## src/hw/csb_params.svh

```systemverilog
/*
  timing counts, field positions and reset values of the cell/packet system bus block.
  assumes it is included by bare name inside the package or at the top of a later file.
*/
`ifndef CSB_PARAMS_SVH
`define CSB_PARAMS_SVH

`define CSB_CLK_PERIOD_NS   20
`define CSB_DATA_W          16
`define CSB_ADDR_W          5
`define CSB_GAP_W           8
`define CSB_BYTE_HI_MSB     15
`define CSB_BYTE_HI_LSB     8
`define CSB_BYTE_LO_MSB     7
`define CSB_MOD_ALL         1'b0
`define CSB_MOD_UPPER       1'b1
`define CSB_RST_DATA        16'h0000
`define CSB_RST_GAP         8'h00
`define CSB_RST_ADDR        5'h00

`endif

```

## src/hw/csb_pkg.sv

```systemverilog
/*
  types shared by the receive engine and the transmit sampler.
  assumes csb_params.svh is reachable on the include path.
*/
package csb_pkg;
`include "csb_params.svh"

    typedef enum logic [1:0] {
        CSB_MODE_CELL,
        CSB_MODE_PKT_L2,
        CSB_MODE_PKT_L3
    } csb_mode_e;

    typedef enum logic [1:0] {
        CSB_RX_IDLE,
        CSB_RX_SEND,
        CSB_RX_HOLD,
        CSB_RX_GAP
    } csb_rx_e;

    typedef logic [`CSB_DATA_W-1:0] csb_data_t;

    typedef struct packed {
        csb_data_t data;
        logic      sop;
        logic      eop;
        logic      mod;
        logic      err;
    } csb_rx_word_s;

    typedef struct packed {
        csb_data_t             data;
        logic                  par;
        logic [`CSB_ADDR_W-1:0] addr;
        logic                  en_n;
    } csb_tx_pins_s;

    typedef struct packed {
        csb_data_t             data;
        logic [`CSB_ADDR_W-1:0] addr;
        logic                  write;
        logic                  par_err;
        logic                  upper_err;
    } csb_tx_word_s;

endpackage

```

## src/hw/csb_tx_sample.sv

```systemverilog
/*
  transmit side sampler: registers the link-layer data, parity, port address and enable.
  assumes the transmit pins are synchronous to CLK_I, which doubles as the transmit clock.
*/
`timescale 1ns/100ps
`include "csb_params.svh"

module csb_tx_sample
    import csb_pkg::*;
(
    input  wire logic         clk_i,
    input  wire logic         rstn_i,
    input  wire logic         bus8_i,
    input  wire logic         parity_odd_i,
    input  wire csb_tx_pins_s pins_i,
    output csb_tx_word_s      word_o
);

    typedef struct packed {
        csb_tx_word_s word;
    } csb_tx_state_s;

    csb_tx_state_s st;
    csb_tx_state_s next_st;
    logic          calc_par;
    logic          upper_set;

    always_comb begin
        next_st = st;
        // even parity sums to zero with the parity bit, odd sums to one
        calc_par  = ^pins_i.data ^ parity_odd_i;
        upper_set = |pins_i.data[`CSB_BYTE_HI_MSB:`CSB_BYTE_HI_LSB];
        // sampled on every rising edge, no qualification on the enable
        next_st.word.write = ~pins_i.en_n;
        next_st.word.addr  = pins_i.addr;
        next_st.word.data  = bus8_i ? {8'h00, pins_i.data[`CSB_BYTE_LO_MSB:0]} : pins_i.data;
        // errors only mean something on a cycle that transfers
        next_st.word.par_err   = ~pins_i.en_n & (calc_par != pins_i.par);
        next_st.word.upper_err = ~pins_i.en_n & bus8_i & upper_set;
    end

    always_ff @(posedge clk_i) begin
        if (!rstn_i) begin
            st.word.data      <= `CSB_RST_DATA;
            st.word.addr      <= `CSB_RST_ADDR;
            st.word.write     <= 1'b0;
            st.word.par_err   <= 1'b0;
            st.word.upper_err <= 1'b0;
        end else begin
            st <= next_st;
        end
    end

    assign word_o = st.word;

endmodule

```

## src/hw/csb_sys_bus.sv

```systemverilog
/*
  cell/packet system bus: receive data-valid, modulus and error engine plus the transmit sampler.
  assumes one clock CLK_I for both directions, all inputs synchronous to it, and a port FIFO
  whose head word is shown on FIFO_HEAD_I and advances one edge after FIFO_POP_O is seen high.
*/
// Notes on behaviour
// with valid high, data, parity, start, end, modulus and error are valid; transfer counts.
// with valid low the receive data group carries nothing and nothing transfers.
// valid, modulus and error change only on the rising receive clock edge.
// valid rises only for a selected port holding a block or a whole packet end.
// level 2: valid drops on empty, packet end or read enable off; low until enable off.
// level 3: valid drops on empty, or at end when gap nonzero; stays low that long.
// cell mode keeps valid permanently low.
// modulus zero means all sixteen bits valid, one means upper byte only.
// modulus only means something alongside end of packet; link layer ignores it otherwise.
// cell mode or eight-bit packet mode keeps modulus low.
// error high marks the current packet as corrupt; link layer aborts it.
// link layer samples error only with end of packet; cell mode keeps it low.
// link layer keeps the transmit clock at or below 52 MHz.
// transmit data, parity, address and enable are sampled on the rising transmit edge.
// eight-bit mode uses bits 7 to 0; link layer holds bits 15 to 8 low.
// link layer drives transmit parity to match the transmit data bus.
// link layer picks a port with the five-bit transmit address, bit 0 lowest.
// transmit enable is active low; low transfers a word, high transfers none.
// end of packet rises on the last transfer of each packet, at the rising edge.
// level 3: while the in-band address strobe is high, valid stays low.
// error rises only together with end of packet and with valid high.
`timescale 1ns/100ps
`include "csb_params.svh"

module csb_sys_bus
    import csb_pkg::*;
(
    input  wire logic                   CLK_I,
    input  wire logic                   RSTN_I,
    input  wire csb_mode_e              MODE_I,
    input  wire logic                   BUS8_I,
    input  wire logic                   PARITY_ODD_I,
    input  wire logic [`CSB_GAP_W-1:0]  MIN_DEASSERT_I,
    input  wire logic                   PORT_SELECTED_I,
    input  wire logic                   FIFO_BLOCK_READY_I,
    input  wire logic                   FIFO_EMPTY_I,
    input  wire csb_rx_word_s           FIFO_HEAD_I,
    input  wire logic                   RX_READ_ENABLE_N_I,
    input  wire logic                   RX_INBAND_ADDRESS_STROBE_I,
    input  wire csb_tx_pins_s           TX_PINS_I,
    output logic                        FIFO_POP_O,
    output logic                        RX_VALID_OUT_O,
    output csb_data_t                   RX_DATA_BUS_O,
    output logic                        RX_PARITY_OUT_O,
    output logic                        RX_START_OF_UNIT_O,
    output logic                        RX_END_OF_PACKET_O,
    output logic                        RX_BYTE_MODULUS_O,
    output logic                        RX_PACKET_ERROR_O,
    output logic                        RX_HOLD_O,
    output csb_tx_word_s                TX_WORD_O
);

    typedef struct packed {
        csb_rx_e               fsm;
        logic [`CSB_GAP_W-1:0] gap;
        logic                  valid;
        csb_rx_word_s          word;
        logic                  par;
        logic                  pop;
        logic                  hold;
    } csb_rx_state_s;

    csb_rx_state_s st;
    csb_rx_state_s next_st;

    logic is_cell;
    logic is_l2;
    logic is_l3;
    logic ren;
    logic strobe_block;
    logic can_start;
    logic can_take;
    logic take;
    logic gap_set;

    always_comb begin
        is_cell      = (MODE_I == CSB_MODE_CELL);
        is_l2        = (MODE_I == CSB_MODE_PKT_L2);
        is_l3        = (MODE_I == CSB_MODE_PKT_L3);
        ren          = ~RX_READ_ENABLE_N_I;
        gap_set      = (MIN_DEASSERT_I != `CSB_RST_GAP);
        // the address strobe cycle belongs to the address, never to data
        strobe_block = is_l3 & RX_INBAND_ADDRESS_STROBE_I;
        // a new burst needs a selected port with a block or a packet end waiting
        can_start    = PORT_SELECTED_I & FIFO_BLOCK_READY_I & ~FIFO_EMPTY_I;
        // the head word is stale in the cycle after a pop, so skip that cycle;
        // this halves the peak rate but needs no lookahead from the FIFO
        can_take     = ~FIFO_EMPTY_I & ~st.pop & ~strobe_block & ren;
        take         = 1'b0;
        next_st      = st;
        next_st.valid = 1'b0;
        next_st.pop   = 1'b0;
        next_st.word  = '0;
        next_st.par   = 1'b0;

        case (st.fsm)
            CSB_RX_IDLE: begin
                if (!is_cell && can_start && !strobe_block && ren) begin
                    next_st.fsm = CSB_RX_SEND;
                end
            end
            CSB_RX_SEND: begin
                if (is_l2 && !ren) begin
                    // enable already off, so the hold ends at once
                    next_st.fsm = CSB_RX_IDLE;
                end else if (FIFO_EMPTY_I && !st.pop) begin
                    if (is_l2) begin
                        next_st.fsm = CSB_RX_HOLD;
                    end else if (gap_set) begin
                        next_st.fsm = CSB_RX_GAP;
                        next_st.gap = MIN_DEASSERT_I;
                    end else begin
                        next_st.fsm = CSB_RX_IDLE;
                    end
                end else if (can_take) begin
                    take = 1'b1;
                    if (FIFO_HEAD_I.eop) begin
                        if (is_l2) begin
                            next_st.fsm = CSB_RX_HOLD;
                        end else if (gap_set) begin
                            next_st.fsm = CSB_RX_GAP;
                            next_st.gap = MIN_DEASSERT_I;
                        end else begin
                            next_st.fsm = CSB_RX_IDLE;
                        end
                    end
                end
            end
            CSB_RX_HOLD: begin
                // level 2 keeps valid low until the link layer lets go of the enable
                if (!ren) begin
                    next_st.fsm = CSB_RX_IDLE;
                end
            end
            CSB_RX_GAP: begin
                if (st.gap <= 8'h01) begin
                    next_st.gap = `CSB_RST_GAP;
                    next_st.fsm = CSB_RX_IDLE;
                end else begin
                    next_st.gap = st.gap - 8'h01;
                end
            end
            default: begin
                next_st.fsm = CSB_RX_IDLE;
            end
        endcase

        // a mode change to cells mid-burst abandons the burst cleanly
        if (is_cell) begin
            take        = 1'b0;
            next_st.fsm = CSB_RX_IDLE;
            next_st.gap = `CSB_RST_GAP;
        end

        if (take) begin
            next_st.valid    = 1'b1;
            next_st.pop      = 1'b1;
            next_st.word.sop = FIFO_HEAD_I.sop;
            next_st.word.eop = FIFO_HEAD_I.eop;
            if (BUS8_I) begin
                next_st.word.data = {8'h00, FIFO_HEAD_I.data[`CSB_BYTE_LO_MSB:0]};
            end else begin
                next_st.word.data = FIFO_HEAD_I.data;
            end
            // modulus only carries meaning on the last word of a wide packet
            if (!BUS8_I && FIFO_HEAD_I.eop) begin
                next_st.word.mod = FIFO_HEAD_I.mod;
            end else begin
                next_st.word.mod = `CSB_MOD_ALL;
            end
            // error is tied to the last transfer so it cannot leak mid-packet
            next_st.word.err = FIFO_HEAD_I.eop & FIFO_HEAD_I.err;
            next_st.par = ^next_st.word.data ^ PARITY_ODD_I;
        end
        // registered so the pin comes from a flip-flop; stays low on the last word itself
        next_st.hold = ((next_st.fsm == CSB_RX_HOLD) | (next_st.fsm == CSB_RX_GAP)) & ~take;
    end

    // all receive outputs move only on this edge
    always_ff @(posedge CLK_I) begin
        if (!RSTN_I) begin
            st.fsm   <= CSB_RX_IDLE;
            st.gap   <= `CSB_RST_GAP;
            st.valid <= 1'b0;
            st.word  <= '0;
            st.par   <= 1'b0;
            st.pop   <= 1'b0;
            st.hold  <= 1'b0;
        end else begin
            st <= next_st;
        end
    end

    // every output below is a flip-flop of the state record
    assign FIFO_POP_O         = st.pop;
    assign RX_VALID_OUT_O     = st.valid;
    assign RX_DATA_BUS_O      = st.word.data;
    assign RX_PARITY_OUT_O    = st.par;
    assign RX_START_OF_UNIT_O = st.word.sop;
    assign RX_END_OF_PACKET_O = st.word.eop;
    assign RX_BYTE_MODULUS_O  = st.word.mod;
    assign RX_PACKET_ERROR_O  = st.word.err;
    assign RX_HOLD_O          = st.hold;

    // transmit pins are sampled by the companion module on the same clock;
    // that clock is assumed to stay within the link-layer limit
    csb_tx_sample u_tx (
        .clk_i        (CLK_I),
        .rstn_i       (RSTN_I),
        .bus8_i       (BUS8_I),
        .parity_odd_i (PARITY_ODD_I),
        .pins_i       (TX_PINS_I),
        .word_o       (TX_WORD_O)
    );

endmodule

```

## config.mk

```make
export PLATFORM = sky130hd
export DESIGN_NAME = csb_sys_bus
export DESIGN_NICKNAME = d
export VERILOG_FILES = /design/src/hw/csb_pkg.sv /design/src/hw/csb_tx_sample.sv /design/src/hw/csb_sys_bus.sv
export VERILOG_INCLUDE_DIRS = /design/src /design/src/hw
export SDC_FILE = /design/constraint.sdc
export NUM_CORES = 1
export LEC_CHECK = 0
export ABC_AREA = 1
export BUFFER_PORTS_ARGS = -buffer_cell sky130_fd_sc_hd__buf_2
export CORE_ASPECT_RATIO = 1.1
export CORE_UTILIZATION = 50
export DETAILED_ROUTE_END_ITERATION = 7
export HOLD_SLACK_MARGIN = 0.1
export PLACE_DENSITY_LB_ADDON = 0.25
export SLEW_MARGIN = 20
export SYNTH_ARGS = -nofsm -noshare
export SYNTH_HDL_FRONTEND = slang
export SYNTH_SLANG_ARGS = --single-unit
export TNS_END_PERCENT = 100
```

## constraint.sdc

```tcl
create_clock -name CLK_I -period 1.9 [get_ports CLK_I]
set_input_delay 0.285 -clock CLK_I [delete_from_list [all_inputs] [get_ports CLK_I]]
set_output_delay 0.285 -clock CLK_I [all_outputs]
set_load 0.005 [all_outputs]
```

==> impl_metrics.json <==
{
  "status": "completed",
  "path_max_fanout": 9,
  "ir_drop_v": 0.000510,
  "setup_violations": 0,
  "drt-vias-per-instance": 4.58,
  "power.leakage_nw": 2.28,
  "yosysUniqueCellTypes": 34,
  "syn_area_um2": 3050,
  "max_freq_mhz": 668,
  "gp_congestion": 0.860,
  "end_kind": "flip-flop",
  "grt_pass1_wl_mm": 11.4,
  "synth_nets": 541,
  "drt-total-wl_mm": 6.65,
  "synthArstFlopShare_pct": 0,
  "drive_above_1_share_pct": 28.2,
  "hold_path_depth": 3,
  "fin_area_um2": 3740,
  "start_util_pct": 52.3,
  "track_usage_pct": 22.1,
  "final_antenna_net_count": 0,
  "die_w_um": 76.5,
  "fillCellCount": 576,
  "drt_pass1_iterations": 4,
  "rsz0062_at_grt": "false",
  "core_um2": 5840,
  "crit_type": "reg2reg",
  "cts_tree": "done",
  "cp-start-kind": "flip-flop",
  "max-slew-margin-rel_pct": 70.2,
  "power.density_nw_per_um2": 716,
  "syn_to_final_growth_pct": 22.4,
  "postPlaceCellArea_um2": 3550,
  "dp_hpwl_mm": 5.28,
  "dieHeight_um": 84.0,
  "antenna_cells": 0,
  "globalRouteOverflowTotal": 0,
  "period_share_pct": 78.8,
  "syn_inst": 473,
  "dp.cells": 640,
  "slew_violations": 0,
  "worst-endpoint-arrival_ns": 1.76,
  "rows": 29,
  "vias": 3003,
  "io_pins": 110,
  "antenna_found_initial": 0,
  "drc": 0,
  "avgSynthCellArea_um2": 6.46,
  "synth-edff-count": 0,
  "cap_violations": 0,
  "ys_warn_count": 0,
  "wire_per_inst_um": 10.1,
  "final.setup.tns_ns": 0,
  "ys_ff_latch": 57,
  "ff2ff_path_depth": 11,
  "finalPower_mw": 2.68,
  "fin_nets": 642,
  "clk_path_buf_depth": 2,
  "worst_slew_pin_slew_ns": 0.446,
  "cts-htree-levels": 3,
  "utilization_pct": 64.0,
  "clock_skew_ns": 0.0118,
  "postCtsResizedCells": 0,
  "min-delay-path-class": "in2reg",
  "insertion_delay_ns": 0.33,
  "seqCellArea_um2": 1140,
  "cts-root-buf": "clkbuf_8",
  "cts_buffers": 9,
  "hold_violations": 0,
  "cts_num_sinks": 57,
  "layout.cells.non_filler": 656,
  "drtIter0Drc": 92,
  "grt_pass1_vias": 2743,
  "clkTransAtPathRegs_ns": 0.07,
  "port_buffers": 109,
  "seq_area_frac_synth_pct": 37.4,
  "postCtsHoldBufs": 0,
  "grt_max_degree": 16,
  "multi_input_area_um2": 1450,
  "die_area_um2": 6430,
  "synth_ff_type": "dfxtp_1",
  "finalCriticalPeriod_ns": 1.50,
  "post_cts_buffers": 0,
  "required_ns": 2.16
}
==> area by class of cell <==
type | instances | area share (%)
timing repair buffer | 112 | 15.2
multi-input combinational | 315 | 38.7
tap | 77 | 2.58
sequential | 57 | 30.5
clock buffer | 12 | 4.42
clock inverter | 4 | 0.703
inverter | 79 | 7.93
==> cell usage after synthesis, types with 2 or more instances <==
| library cell | n | area (um^2) |
|---|---|---|
| a21oi_1 | 9 | 45.0 |
| buf_4 | 17 | 128 |
| buf_6 | 3 | 33.8 |
| dfxtp_1 | 57 | 1140 |
| ha_1 | 6 | 75.1 |
| inv_1 | 72 | 270 |
| inv_2 | 6 | 22.5 |
| nand2_1 | 177 | 664 |
| nand2_2 | 5 | 31.3 |
| nand2_4 | 2 | 22.5 |
| nand3_1 | 19 | 95.1 |
| nand3b_1 | 2 | 15.0 |
| nand4_1 | 2 | 12.5 |
| nor2_1 | 51 | 191 |
| nor2_2 | 14 | 87.6 |
| nor3_1 | 2 | 10.0 |
| o21ai_0 | 8 | 40.0 |
| o21ai_2 | 3 | 26.3 |
| xnor2_1 | 2 | 17.5 |
| xor2_1 | 2 | 17.5 |
==> critical path, cell delays in order, from the launching register on <==
cell     delay, ns
dfxtp_1       0.41
inv_1         0.07
ha_1          0.23
nor2_1        0.10
nor2_1        0.05
nand3_1       0.07
nand2_2       0.13
inv_1         0.11
nand3_1       0.07
nand3_1       0.08
nand3_1       0.07
inv_1         0.07
==> sequential cells by signal, summed over array words and instances, names as in the netlist <==
signal / cells
u_tx.word_o: 24
RX_DATA_BUS_O: 16
st: 10
RX_BYTE_MODULUS_O: 1
RX_END_OF_PACKET_O: 1
RX_HOLD_O: 1
RX_PACKET_ERROR_O: 1
RX_PARITY_OUT_O: 1
RX_START_OF_UNIT_O: 1
RX_VALID_OUT_O: 1
==> cells by family (layout without fill, tap and decap cells) <==
logic type / Yosys count / in the layout / synth area share [%]
buf+inv: 101 / 207 / 15.3
simple gates: 281 / 281 / 39.1
compound gates: 24 / 24 / 4.67
fa+ha+maj: 6 / 6 / 2.46
flops: 57 / 57 / 37.4
xor+xnor: 4 / 4 / 1.15
==> path summary, 6_finish.rpt <==
kind | from | slack, ns | to
hold reg to reg | st[25]$_SDFFE_PP0P_ | 0.60 | st[25]$_SDFFE_PP0P_
setup reg to reg | st[24]$_SDFFE_PP0P_ | 0.40 | st[31]$_SDFFE_PP0P_
setup / recovery | st[24]$_SDFFE_PP0P_ | 0.40 | st[31]$_SDFFE_PP0P_
hold / removal | TX_PINS_I[4] | 0.13 | u_tx.word_o[6]$_SDFF_PN0_
==> power breakdown <==
part	leakage (nW)	switching, mW	total, mW	internal [mW]
logic	1.72	0.235	0.394	0.160
registers	0.465	0.00725	1.23	1.22
clock network	0.0984	0.478	1.06	0.577
==> through the flow <==
stage,hold WS (ns),worst slack [ns]
floorplan,0.362,0.553
global placement,0.468,0.410
detailed placement,0.471,0.333
CTS,0.120,0.393
global route,0.127,0.245
finish,0.135,0.404
==> metal layers <==
metal	GRT usage [%]	share of wire, %
met1	24.8	44
met2	39.4	48
met3	6.01	5.6
met5	0	0
met4	8.39	1.6
==> layout by cell type (no fill, tap or decap), types with 2 or more instances in the layout <==
| cell | n |
|---|---|
| nand2_1 | 177 |
| xnor2_1 | 2 |
| dfxtp_1 | 57 |
| xor2_1 | 2 |
| a21oi_1 | 9 |
| nand3_1 | 19 |
| nor3_1 | 2 |
| inv_2 | 6 |
| clkinv_2 | 2 |
| ha_1 | 6 |
| nand4_1 | 2 |
| nor2_2 | 14 |
| nor2_1 | 51 |
| clkbuf_8 | 12 |
| inv_1 | 72 |
| o21ai_2 | 3 |
| nand3b_1 | 2 |
| o21ai_0 | 8 |
| nand2_4 | 2 |
| buf_2 | 109 |
| buf_4 | 3 |
| nand2_2 | 5 |
(Power assumes the default switching activity.)
